<file path="src/core/mtsio_pkg.sv">
// Constants, register map and field codes for the motion task select I/O block
package mtsio_pkg;

  // ==========================================================================
  // Widths
  localparam int unsigned N_IN     = 14;
  localparam int unsigned N_OUT    = 8;
  localparam int unsigned ADDR_W   = 8;
  localparam int unsigned FN_W     = 4;
  localparam int unsigned SYNC_W   = 24;
  localparam int unsigned WB_ADR_W = 8;
  localparam int unsigned CNT_W    = 20;

  // ==========================================================================
  // Register byte offsets
  localparam logic [7:0] REG_CTRL   = 8'h00;
  localparam logic [7:0] REG_INMAP0 = 8'h04;
  localparam logic [7:0] REG_INMAP1 = 8'h08;
  localparam logic [7:0] REG_OUTMAP = 8'h0C;
  localparam logic [7:0] REG_STATUS = 8'h10;

  // ==========================================================================
  // Control bits
  localparam int unsigned CTRL_BASE_HOME = 0;
  localparam int unsigned CTRL_BASE_NEXT = 1;
  localparam int unsigned CTRL_VIOL_CLR  = 2;
  localparam logic [1:0]  CTRL_RST       = 2'h0;

  // ==========================================================================
  // Status fields
  localparam int unsigned ST_CARD_LSB  = 0;
  localparam int unsigned ST_BASE_HOME = 14;
  localparam int unsigned ST_BASE_NEXT = 15;
  localparam int unsigned ST_BLK_LSB   = 16;
  localparam int unsigned ST_FOLLOW    = 24;
  localparam int unsigned ST_RESP      = 25;
  localparam int unsigned ST_FAULT     = 26;
  localparam int unsigned ST_VIOL      = 27;
  localparam int unsigned ST_PEND      = 28;
  localparam int unsigned ST_JOG       = 29;

  // ==========================================================================
  // Input function codes; address bit k uses code FN_ADDR0 + k
  localparam logic [3:0] FN_ADDR0 = 4'h0;
  localparam logic [3:0] FN_HOME  = 4'h8;
  localparam logic [3:0] FN_CLEAR = 4'h9;
  localparam logic [3:0] FN_NEXT  = 4'hA;
  localparam logic [3:0] FN_JOG   = 4'hB;
  localparam logic [3:0] FN_START = 4'hC;
  localparam logic [3:0] FN_NONE  = 4'hF;
  localparam logic [55:0] INMAP_RST = 56'hCFBA9876543210;

  // ==========================================================================
  // Output source codes
  localparam logic [3:0] SRC_TARGET_REACHED_OUTPUT  = 4'h0;
  localparam logic [3:0] SRC_FERR   = 4'h1;
  localparam logic [3:0] SRC_FOLLOW = 4'h2;
  localparam logic [3:0] SRC_RESP   = 4'h3;
  localparam logic [3:0] SRC_JOG    = 4'h4;
  localparam logic [3:0] SRC_PEND   = 4'h5;
  localparam logic [3:0] SRC_FAULT  = 4'h6;
  localparam logic [31:0] OUTMAP_RST = 32'hFFFFFF10;

  // ==========================================================================
  // Timing
  localparam int unsigned CLK_HZ        = 50000000;
  localparam int unsigned CYC_PER_MS    = CLK_HZ / 1000;
  localparam int unsigned ADDR_HOLD_MS  = 4;
  localparam int unsigned START_MAX_MS  = 2;
  localparam int unsigned OUT_RESP_MS   = 10;
  localparam int unsigned ADDR_HOLD_CYC = ADDR_HOLD_MS * CYC_PER_MS;
  localparam int unsigned START_MAX_CYC = START_MAX_MS * CYC_PER_MS;
  localparam int unsigned OUT_RESP_CYC  = OUT_RESP_MS * CYC_PER_MS;

endpackage

</file>
<file path="src/core/mtsio_sync_if.sv">
// Raw and filtered input vectors between the top and the input filter
`timescale 1ns/1ps
`default_nettype none
interface mtsio_sync_if;
  logic [mtsio_pkg::SYNC_W-1:0] raw;
  logic [mtsio_pkg::SYNC_W-1:0] clean;
  modport filt (input raw, output clean);
  modport user (output raw, input clean);
endinterface
`default_nettype wire

</file>
<file path="src/core/mtsio_sync.sv">
// Three-stage synchroniser and agreement filter for asynchronous inputs
`timescale 1ns/1ps
`default_nettype none
module mtsio_sync (
  input wire logic    clk_i,
  input wire logic    rst_i,
  mtsio_sync_if.filt  sif
);
  import mtsio_pkg::*;

  typedef struct packed {
    logic [SYNC_W-1:0] s1;
    logic [SYNC_W-1:0] s2;
    logic [SYNC_W-1:0] s3;
    logic [SYNC_W-1:0] clean;
  } mtsio_sync_st_t;

  mtsio_sync_st_t r_reg;
  mtsio_sync_st_t r_next;

  // ==========================================================================
  // Filter: a bit changes only once stages two and three agree
  always_comb begin
    r_next       = r_reg;
    r_next.s1    = sif.raw;
    r_next.s2    = r_reg.s1;
    r_next.s3    = r_reg.s2;
    r_next.clean = (r_reg.s2 & r_reg.s3) | (r_reg.clean & (r_reg.s2 ^ r_reg.s3));
  end

  always_ff @(posedge clk_i) begin
    if (rst_i) begin
      r_reg <= '0;
    end else begin
      r_reg <= r_next;
    end
  end

  assign sif.clean = r_reg.clean;
endmodule
`default_nettype wire

</file>
<file path="src/core/mtsio_top.sv">
// Motion task select I/O: configurable inputs and outputs with Wishbone setup
// Summary of operation
// - Fourteen digital inputs and eight digital outputs, each with a selectable function.
// - Pin functions are defaults only; software may reassign each pin's function.
// - Eight address inputs form an unsigned block number, first input is LSB.
// - After a valid start, the selected task begins within two ms.
// - Each output follows its internal condition within ten ms.
// - Card home input is ignored when a base-unit input serves as home.
// - Error-clear input clears the follow fault and response monitor warnings.
// - Next-task start launches follow-on task only once target position is reached.
// - A configured base-unit input may also request the next task.
// - Jog rising edge starts jog motion; falling edge cancels it.
// - Output fault flag rises when any card output is overloaded or shorted.
// - Start launches the addressed task, or homing when no task is addressed.
// - Target reached output is high once axis is inside target window.
// - Following error output is low while deviation is outside its window.
//
// Chosen here: the Wishbone interface to the registers and the address map.
`timescale 1ns/1ps
`default_nettype none
module mtsio_top #(
  parameter int unsigned ADDR_HOLD_CYC   = mtsio_pkg::ADDR_HOLD_CYC,
  parameter int unsigned START_LIMIT_CYC = mtsio_pkg::START_MAX_CYC,
  parameter int unsigned OUT_LIMIT_CYC   = mtsio_pkg::OUT_RESP_CYC
) (
  input  wire logic                            clk_i,
  input  wire logic                            rst_i,
  input  wire logic                            wb_cyc_i,
  input  wire logic                            wb_stb_i,
  input  wire logic                            wb_we_i,
  input  wire logic [mtsio_pkg::WB_ADR_W-1:0]  wb_adr_i,
  input  wire logic [3:0]                      wb_sel_i,
  input  wire logic [31:0]                     wb_dat_i,
  output logic      [31:0]                     wb_dat_o,
  output logic                                 wb_ack_o,
  input  wire logic [mtsio_pkg::N_IN-1:0]      card_in_i,
  input  wire logic                            base_home_i,
  input  wire logic                            base_next_i,
  input  wire logic [mtsio_pkg::N_OUT-1:0]     out_fault_i,
  input  wire logic                            in_window_i,
  input  wire logic                            ferr_outside_i,
  input  wire logic                            follow_evt_i,
  input  wire logic                            resp_evt_i,
  output logic      [mtsio_pkg::N_OUT-1:0]     card_out_o,
  output logic                                 out_fault_o,
  output logic                                 task_start_o,
  output logic                                 homing_start_o,
  output logic      [mtsio_pkg::ADDR_W-1:0]    task_num_o,
  output logic                                 next_task_o,
  output logic                                 jog_start_o,
  output logic                                 jog_cancel_o,
  output logic                                 jog_active_o,
  output logic                                 home_switch_o
);
  import mtsio_pkg::*;

  typedef struct packed {
    logic                       ack;
    logic [31:0]                dat;
    logic [1:0]                 ctrl;
    logic [N_IN-1:0][FN_W-1:0]  inmap;
    logic [N_OUT-1:0][FN_W-1:0] outmap;
    logic                       p_start;
    logic                       p_next;
    logic                       p_jog;
    logic                       p_clear;
    logic [ADDR_W-1:0]          blk;
    logic [ADDR_W-1:0]          addr_prev;
    logic [CNT_W-1:0]           addr_age;
    logic                       viol;
    logic                       pend;
    logic                       fw;
    logic                       rw;
    logic                       t_start;
    logic                       h_start;
    logic                       nxt;
    logic                       jog_s;
    logic                       jog_c;
    logic                       jog_a;
    logic                       home;
    logic                       fault;
    logic [N_OUT-1:0]           outs;
    logic [CNT_W-1:0]           lat_cnt;
    logic [CNT_W-1:0]           out_lag;
  } mtsio_st_t;

  mtsio_st_t r_reg;
  mtsio_st_t r_next;

  // ==========================================================================
  // Functions
  function automatic logic fn_level(input logic [N_IN-1:0][FN_W-1:0] map,
                                    input logic [N_IN-1:0]            pins,
                                    input logic [FN_W-1:0]            code);
    logic hit;
    hit = 1'b0;
    for (int i = 0; i < N_IN; i++) begin
      if (map[i] == code && pins[i]) begin
        hit = 1'b1;
      end
    end
    return hit;
  endfunction

  function automatic logic out_src(input logic [FN_W-1:0] code,
                                   input logic [6:0]      cond);
    logic v;
    case (code)
      SRC_TARGET_REACHED_OUTPUT:  v = cond[0];
      SRC_FERR:   v = cond[1];
      SRC_FOLLOW: v = cond[2];
      SRC_RESP:   v = cond[3];
      SRC_JOG:    v = cond[4];
      SRC_PEND:   v = cond[5];
      SRC_FAULT:  v = cond[6];
      default:    v = 1'b0;
    endcase
    return v;
  endfunction

  function automatic logic [31:0] wmask(input logic [31:0] old_v,
                                        input logic [31:0] new_v,
                                        input logic [3:0]  sel);
    logic [31:0] res;
    res = old_v;
    for (int b = 0; b < 4; b++) begin
      if (sel[b]) begin
        res[b*8 +: 8] = new_v[b*8 +: 8];
      end
    end
    return res;
  endfunction

  // ==========================================================================
  // Input synchronisation
  mtsio_sync_if sif ();
  assign sif.raw = {out_fault_i, base_next_i, base_home_i, card_in_i};

  mtsio_sync u_sync (
    .clk_i (clk_i),
    .rst_i (rst_i),
    .sif   (sif.filt)
  );

  logic [N_IN-1:0]   card;
  logic              base_home;
  logic              base_next;
  logic [N_OUT-1:0]  ofault;
  logic [ADDR_W-1:0] addr_vec;
  logic              lv_start;
  logic              lv_next;
  logic              lv_jog;
  logic              lv_clear;
  logic              lv_home;
  logic              start_rise;
  logic              next_rise;
  logic              jog_rise;
  logic              jog_fall;
  logic              clear_rise;
  logic [6:0]        cond;
  logic [N_OUT-1:0]  out_val;
  logic [31:0]       ctrl_wr;
  logic [31:0]       inmap1_wr;

  assign card      = sif.clean[N_IN-1:0];
  assign base_home = sif.clean[N_IN];
  assign base_next = sif.clean[N_IN+1];
  assign ofault    = sif.clean[SYNC_W-1 -: N_OUT];

  // Byte-masked write values for registers narrower than the bus
  assign ctrl_wr   = wmask({30'h0, r_reg.ctrl}, wb_dat_i, wb_sel_i);
  assign inmap1_wr = wmask({8'h00, r_reg.inmap[N_IN-1:8]}, wb_dat_i, wb_sel_i);

  // ==========================================================================
  // Function decode of inputs
  genvar g;
  generate
    for (g = 0; g < ADDR_W; g++) begin : g_addr
      assign addr_vec[g] = fn_level(r_reg.inmap, card, FN_ADDR0 + FN_W'(g));
    end
  endgenerate

  assign lv_start = fn_level(r_reg.inmap, card, FN_START);
  assign lv_next  = fn_level(r_reg.inmap, card, FN_NEXT) |
                    (r_reg.ctrl[CTRL_BASE_NEXT] & base_next);
  assign lv_jog   = fn_level(r_reg.inmap, card, FN_JOG);
  assign lv_clear = fn_level(r_reg.inmap, card, FN_CLEAR);
  assign lv_home  = fn_level(r_reg.inmap, card, FN_HOME);

  assign start_rise = lv_start & ~r_reg.p_start;
  assign next_rise  = lv_next & ~r_reg.p_next;
  assign jog_rise   = lv_jog & ~r_reg.p_jog;
  assign jog_fall   = ~lv_jog & r_reg.p_jog;
  assign clear_rise = lv_clear & ~r_reg.p_clear;

  // Internal conditions offered to the output selectors
  assign cond = {r_reg.fault, r_reg.pend, r_reg.jog_a, r_reg.rw, r_reg.fw,
                 ~ferr_outside_i, in_window_i};

  generate
    for (g = 0; g < N_OUT; g++) begin : g_out
      assign out_val[g] = out_src(r_reg.outmap[g], cond);
    end
  endgenerate

  // ==========================================================================
  // Next state
  always_comb begin
    r_next         = r_reg;
    r_next.ack     = wb_cyc_i & wb_stb_i & ~r_reg.ack;
    r_next.dat     = '0;
    r_next.p_start = lv_start;
    r_next.p_next  = lv_next;
    r_next.p_jog   = lv_jog;
    r_next.p_clear = lv_clear;
    r_next.t_start = 1'b0;
    r_next.h_start = 1'b0;
    r_next.nxt     = 1'b0;

    // Bus slave; unmapped reads return zero and unmapped writes are dropped
    if (r_next.ack) begin
      case (wb_adr_i)
        REG_CTRL:   r_next.dat = {30'h0, r_reg.ctrl};
        REG_INMAP0: r_next.dat = r_reg.inmap[7:0];
        REG_INMAP1: r_next.dat = {8'h00, r_reg.inmap[N_IN-1:8]};
        REG_OUTMAP: r_next.dat = r_reg.outmap;
        REG_STATUS: begin
          r_next.dat[ST_CARD_LSB +: N_IN]  = card;
          r_next.dat[ST_BASE_HOME]         = base_home;
          r_next.dat[ST_BASE_NEXT]         = base_next;
          r_next.dat[ST_BLK_LSB +: ADDR_W] = r_reg.blk;
          r_next.dat[ST_FOLLOW]            = r_reg.fw;
          r_next.dat[ST_RESP]              = r_reg.rw;
          r_next.dat[ST_FAULT]             = r_reg.fault;
          r_next.dat[ST_VIOL]              = r_reg.viol;
          r_next.dat[ST_PEND]              = r_reg.pend;
          r_next.dat[ST_JOG]               = r_reg.jog_a;
        end
        default:    r_next.dat = '0;
      endcase
      if (wb_we_i) begin
        case (wb_adr_i)
          REG_CTRL: begin
            r_next.ctrl = ctrl_wr[1:0];
            if (wb_sel_i[0] && wb_dat_i[CTRL_VIOL_CLR]) begin
              r_next.viol = 1'b0;
            end
          end
          REG_INMAP0: r_next.inmap[7:0] = wmask(r_reg.inmap[7:0], wb_dat_i, wb_sel_i);
          REG_INMAP1: r_next.inmap[N_IN-1:8] = inmap1_wr[23:0];
          REG_OUTMAP: r_next.outmap = wmask(r_reg.outmap, wb_dat_i, wb_sel_i);
          default: ;
        endcase
      end
    end

    // Age of the present block number, saturating at the hold time
    if (addr_vec != r_reg.addr_prev) begin
      r_next.addr_age = '0;
    end else if (r_reg.addr_age < CNT_W'(ADDR_HOLD_CYC)) begin
      r_next.addr_age = r_reg.addr_age + CNT_W'(1);
    end
    r_next.addr_prev = addr_vec;

    // Start: the number is frozen here so later address changes are harmless
    if (start_rise) begin
      r_next.blk = addr_vec;
      if (addr_vec == '0) begin
        r_next.h_start = 1'b1;
      end else begin
        r_next.t_start = 1'b1;
      end
      // A start on a too-young number still runs; software sees the flag
      if (r_reg.addr_age < CNT_W'(ADDR_HOLD_CYC)) begin
        r_next.viol = 1'b1;
      end
    end

    // Follow-on task waits in pending until the target is reached
    if ((r_reg.pend | next_rise) & in_window_i) begin
      r_next.nxt  = 1'b1;
      r_next.pend = 1'b0;
    end else begin
      r_next.pend = r_reg.pend | next_rise;
    end

    r_next.jog_s = jog_rise;
    r_next.jog_c = jog_fall;
    r_next.jog_a = lv_jog;

    // Warning flags: a new event in the clearing cycle survives
    if (clear_rise) begin
      r_next.fw = 1'b0;
      r_next.rw = 1'b0;
    end
    if (follow_evt_i) begin
      r_next.fw = 1'b1;
    end
    if (resp_evt_i) begin
      r_next.rw = 1'b1;
    end

    r_next.home  = ~r_reg.ctrl[CTRL_BASE_HOME] & lv_home;
    r_next.fault = |ofault;
    r_next.outs  = out_val;

    // Helper counters watched by the checks below
    r_next.lat_cnt = start_rise ? CNT_W'(1) : '0;
    if (r_reg.outs != out_val && r_reg.out_lag < CNT_W'(OUT_LIMIT_CYC)) begin
      r_next.out_lag = r_reg.out_lag + CNT_W'(1);
    end else if (r_reg.outs == out_val) begin
      r_next.out_lag = '0;
    end
  end

  always_ff @(posedge clk_i) begin
    if (rst_i) begin
      r_reg        <= '0;
      r_reg.ctrl   <= CTRL_RST;
      r_reg.inmap  <= INMAP_RST;
      r_reg.outmap <= OUTMAP_RST;
    end else begin
      r_reg <= r_next;
    end
  end

  // ==========================================================================
  // Outputs
  assign wb_ack_o       = r_reg.ack;
  assign wb_dat_o       = r_reg.dat;
  assign card_out_o     = r_reg.outs;
  assign out_fault_o    = r_reg.fault;
  assign task_start_o   = r_reg.t_start;
  assign homing_start_o = r_reg.h_start;
  assign task_num_o     = r_reg.blk;
  assign next_task_o    = r_reg.nxt;
  assign jog_start_o    = r_reg.jog_s;
  assign jog_cancel_o   = r_reg.jog_c;
  assign jog_active_o   = r_reg.jog_a;
  assign home_switch_o  = r_reg.home;
endmodule
`default_nettype wire

</file>
<file path="config.mk">
export PLATFORM = sky130hd
export DESIGN_NAME = mtsio_top
export DESIGN_NICKNAME = d
export VERILOG_FILES = /design/src/core/mtsio_pkg.sv /design/src/core/mtsio_sync_if.sv /design/src/core/mtsio_sync.sv /design/src/core/mtsio_top.sv
export SDC_FILE = /design/constraint.sdc
export NUM_CORES = 1
export LEC_CHECK = 0
export BUFFER_PORTS_ARGS = -buffer_cell sky130_fd_sc_hd__buf_2
export CORE_MARGIN = 1.5
export CORE_UTILIZATION = 59
export CTS_BUF_LIST = sky130_fd_sc_hd__clkbuf_2
export DETAILED_ROUTE_END_ITERATION = 6
export GPL_ROUTABILITY_DRIVEN = 0
export PLACE_DENSITY = 0.8
export RECOVER_POWER = 100
export SLEW_MARGIN = 20
export SYNTH_ARGS = -nofsm -noshare
export SYNTH_HDL_FRONTEND = slang
export SYNTH_SLANG_ARGS = --single-unit
</file>
<file path="constraint.sdc">
create_clock -name clk_i -period 5.55 [get_ports clk_i]
set_input_delay 0.555 -clock clk_i [delete_from_list [all_inputs] [get_ports clk_i]]
set_output_delay 0.555 -clock clk_i [all_outputs]
set_load 0.05 [all_outputs]
</file>
**Word-level counts from Yosys, hierarchy flattened**

Cells that the tools add are included.

- Logic and storage cells: 727
- Output and inout bits: 57
- Flip-flop bits (word level): 278
- Input port bits: 77

- Bitwise logic cells: 26
- Add/sub/neg operators: 1
- Reductions and logical operators: 226
- Muxes and demuxes: 204
- Order comparisons: 1
- Equality and inequality tests: 221

Operator list:

| operator | count |
|---|---|
| $eq 4x3->1 const B | 80 |
| $eq 4x4->1 const B | 70 |
| $mux 1 | 193 |
| $logic_and 1x1->1 | 183 |
| $eq 4x2->1 const B | 44 |
| $pmux 30 s5 | 1 |
| $eq 4x1->1 const B | 22 |
| $logic_not 4->1 | 22 |
| $pmux 1 s7 | 8 |
| $and 24x24->24 | 2 |
| $reduce_and 4->1 | 12 |
| $or 24x24->24 | 1 |
| $xor 24x24->24 | 1 |
| $add 20x1->20 const B | 1 |
| $lt 20x18->1 const B | 1 |
| $eq 8x4->1 const B | 2 |
| $logic_not 8->1 | 2 |
| $and 1x1->1 | 10 |
| $not 1->1 | 10 |
| $eq 8x3->1 const B | 1 |
| $eq 8x5->1 const B | 1 |
| $ne 8x8->1 | 1 |
| $reduce_or 2->1 | 4 |
| $reduce_or 8->1 | 1 |
| other kinds (4) | 6 |

**Longest topological paths before layout**

- Depth after elaboration: 21
- Mapped depth: 9
- Mapped depth without buffers: 7

**Cells and area by module**

From an unflattened synthesis, not the netlist that was laid out.

- Cells, all modules: 1379
- Area, all modules: 12557.0 sq um

By module, submodules not included:

| module | sequential area each (sq um) | area each (sq um) | cells each | instances |
|---|---|---|---|---|
| mtsio_top | 3643.5 | 9441.6 | 1105 | 1 |
| mtsio_sync | 1921.8 | 3115.5 | 274 | 1 |

**Worst setup path after synthesis**

No wires, ideal clock.

- Path kind: input to register
- Start: input wb_adr_i[1] (netlist bit)
- End: register r_reg[158] (netlist bit)
- Setup slack: 3.207 ns
- Arrival time: 2.223 ns
- Stages on the path: 8
- Required time: 5.430 ns
- Setup time: 0.120 ns
- Buffers on the path: 2
- Path through: or4_4 nor3_4 and3b_1 buf_2 and3_2 buf_6 nor2b_1 a211o_1

- Longest elaborated chain between the ends: 2

Ends and longest elaborated chain:

| item | RTL line | source |
|---|---|---|
| from (decl) | mtsio_top.sv:31 | `input wire logic [mtsio_pkg::WB_ADR_W-1:0] wb_adr_i,` |
| $eq 8x3->1 | mtsio_top.sv:242 | `case (wb_adr_i)` |
| $reduce_and 4->1 (no source line) | -- |  |
| to (signal assigned) | mtsio_top.sv:323 | `r_reg <= r_next;` |
| to (decl) | mtsio_top.sv:87 | `mtsio_st_t r_reg;` |

No other way between the ends.
A chain may end at the register's enable or synchronous reset.

**Worst setup path in the final report**

- Start: input rst_i
- End: register r_reg, in the netlist home_switch_o

RTL lines:

| item | RTL line | source |
|---|---|---|
| from (decl) | mtsio_top.sv:27 | `input wire logic rst_i,` |

No word-level cell between the ends.

==> flow_summary.ini <==
[critical_path]
crit_path_start_kind = input port
required_ns = 5.97
crit_arrival_ns = 4.25
worstSetupPathType = in2reg
critPathCaptureType = flop
crit_fanout = 84

[die]
dieWidth_um = 146.9
io_pins = 134
die-area_sq_mm = 0.02157
initial_core_util_pct = 60.15
fp.dieH_um = 146.9
core_region_area_sq_mm = 0.02030
rows = 52

[clock_network]
cts-root-buf = clkbuf_2
hold_buffers = 58
tritoncts = yes
cts_made_buffers = 71
post-cts-setup-buffers = 0
cts.path.max_buffers = 3
post_cts_resized = 0
h-tree-depth = 3
clock_latency_ns = 0.86
cts.sinks = 278
path_clk_slew_ns = 0.11

[synth]
ys_seq_elements = 278
async_flop_share_pct = 0
syn_inst = 1312
yosysUniqueCellTypes = 56
ys.flop_type = dfxtp_1
synth_edf_count = 0
syn-cell-area_sq_mm = 0.01221
yosysSeqAreaShare_pct = 45.58
synth_warnings = 0
avgSynthCellArea_sq_um = 9.307
syn-num-nets = 1414

[sta]
finalSetupViolCount = 0
hold_ws_ns = 0.07413
setup_tns_ns = 0
period_share_pct = 69.05
relSlewSlack_pct = -146.0
fmax_ghz = 0.2609
skew_ns = 0.07346
grt_setup_unrepaired = no
finalHoldViolCount = 0
period_needed_ns = 3.832
tightest_slew_ns = 3.691
maxSlewViolCount = 203

[route]
ant_nets = 0
drcViolationCount = 518
drt_wl_total_mm = 34.90
first_pass_iters = 7
wl_per_cell_um = 19.43
routed-via-count = 11096
viasPerCell = 6.178
drt-initial-drc-count = 1822

[global_route]
overflow = 0
grt_pass1_vias = 10829
antenna_found_initial = 1
grt_max_degree = 90
grt_pass1_wl_mm = 54.83
grtUsageTotal_pct = 32.07

[run_status]
status = finished with violations
violations = design-rule violations, max-capacitance violations, max-slew violations

[final_layout]
area_growth_pct = 12.72
final_common_cell = dfxtp_1
largest_reg_flops = 122
final_cell_mix = dfxtp_1, nor2_1, clkbuf_2, nor2b_1, nand2_1
nets = 1570
drive_gt1_share_pct = 15.28

[run]
drv_cap = 3

[power_and_ir_drop]
comb_power_share_pct = 4.7
pwr-share-clk_pct = 39.2
irDropWorstVdd_mv = 0.2559
net-switching-power_w = 0.0009526
swShare_pct = 26.24
p_per_area_mw_per_mm2 = 263.8
p_leak_nw = 5.334
p_seq_share_pct = 56.1
p_int_w = 0.002678

[placed_design]
dp.final_hpwl_mm = 23.37
io_buffer_count = 133

[worst_hold_path]
hp-class = in2reg
## per-stage QoR
stage / std cells / cell area, sq um / total power [W] / utilization [%] / worst slack [ns]
detailed placement: 1607 / 12630 / 0.002217 / 62.21 / 2.228
CTS: 1795 / 13890 / 0.003649 / 68.42 / 2.263
finish: 1796 / 13760 / 0.003630 / 67.80 / 1.718
global placement: 1607 / 12630 / 0.002215 / 62.21 / 2.311
global route: 1796 / 13760 / 0.003792 / 67.80 / 1.539
floorplan: 1312 / 12210 / 0.002155 / - / 3.207
## kinds of logic after synthesis
| kind of cell | Yosys count | synth area share, % |
|---|---|---|
| and+or+nand+nor | 521 | 23.50 |
| DFF | 278 | 45.58 |
| AOI/OAI and AO/OA | 263 | 14.94 |
| buffers and inverters | 150 | 6.466 |
| muxes | 54 | 5.451 |
| adders and majority gates | 25 | 2.562 |
| xor gates and xnor gates | 21 | 1.506 |
## synthesized netlist by cell type, types with 3 or more instances
master | number | share of area [%]
nand3_1 | 30 | 1.2
nor3_1 | 39 | 1.6
o22ai_1 | 77 | 3.9
mux2i_1 | 44 | 3.6
dfxtp_1 | 278 | 46
nand4_1 | 4 | 0.20
and3_1 | 14 | 0.72
o221ai_1 | 8 | 0.57
mux4_2 | 10 | 1.8
nor2b_1 | 88 | 4.5
nand4b_1 | 3 | 0.22
inv_1 | 35 | 1.1
buf_2 | 13 | 0.53
a31oi_1 | 4 | 0.20
a311oi_1 | 3 | 0.22
nand2_1 | 87 | 2.7
xor2_1 | 8 | 0.57
nand3b_1 | 37 | 2.3
a211oi_1 | 3 | 0.18
a21oi_1 | 69 | 2.8
o21ai_0 | 9 | 0.37
a211o_1 | 42 | 3.0
xnor2_1 | 13 | 0.93
a222oi_1 | 28 | 2.3
or2_2 | 10 | 0.51
nor2_1 | 118 | 3.6
buf_4 | 52 | 3.2
clkbuf_1 | 46 | 1.4
nand3_4 | 3 | 0.43
o32ai_1 | 10 | 0.72
ha_1 | 25 | 2.6
nand2b_1 | 30 | 1.5
or3b_2 | 14 | 1.0
nor3_2 | 7 | 0.57
a22oi_1 | 5 | 0.31
nor4_1 | 18 | 0.92
## cell type report
type | count | area (sq um)
Sequential cell | 278 | 5565
Inverter | 35 | 131.4
Clock buffer | 96 | 480.5
Timing Repair Buffer | 198 | 1220
Tap cell | 270 | 337.8
Multi-Input combinational cell | 884 | 5826
Antenna cell | 1 | 2.502
Fill cell | 1609 | 6536
Clock inverter | 34 | 200.2
## worst max-delay path, cell delays in order
cell	delay, ns
buf_6	0.33
clkbuf_1	2.63
a211oi_1	0.65
## final timing paths
check | from | endpoint | slack (ns) | cells past startpoint
worst min-delay path | in_window_i | cond[5] | 0.07 | 2
worst max-delay path | rst_i | home_switch_o | 1.72 | 3
worst min register to register | u_sync.r_next[48] | u_sync.r_next[24] | 0.44 | 1
worst max register to register | r_reg[171] | r_reg[61] | 2.17 | 7
## metal layers
metal / part of all wire (%) / routed length, um / global-route usage, %
met5: 0 / 0 / 0.9091
met4: 5.2 / 1822 / 18.13
met3: 12 / 4048 / 11.46
met2: 45 / 15540 / 49.17
met1: 39 / 13490 / 39.07
## power groups by stage
stage          clock, W  combinational (W)  sequential [W]
3_5_place_dp          0           0.000135         0.00208
6_report        0.00142           0.000169         0.00204
5_1_grt         0.00157           0.000183         0.00204
3_3_place_gp          0           0.000133         0.00208
2_1_floorplan         0          0.0000780         0.00208
4_1_cts         0.00145           0.000167         0.00204
Power figures use the tool's default switching activity.
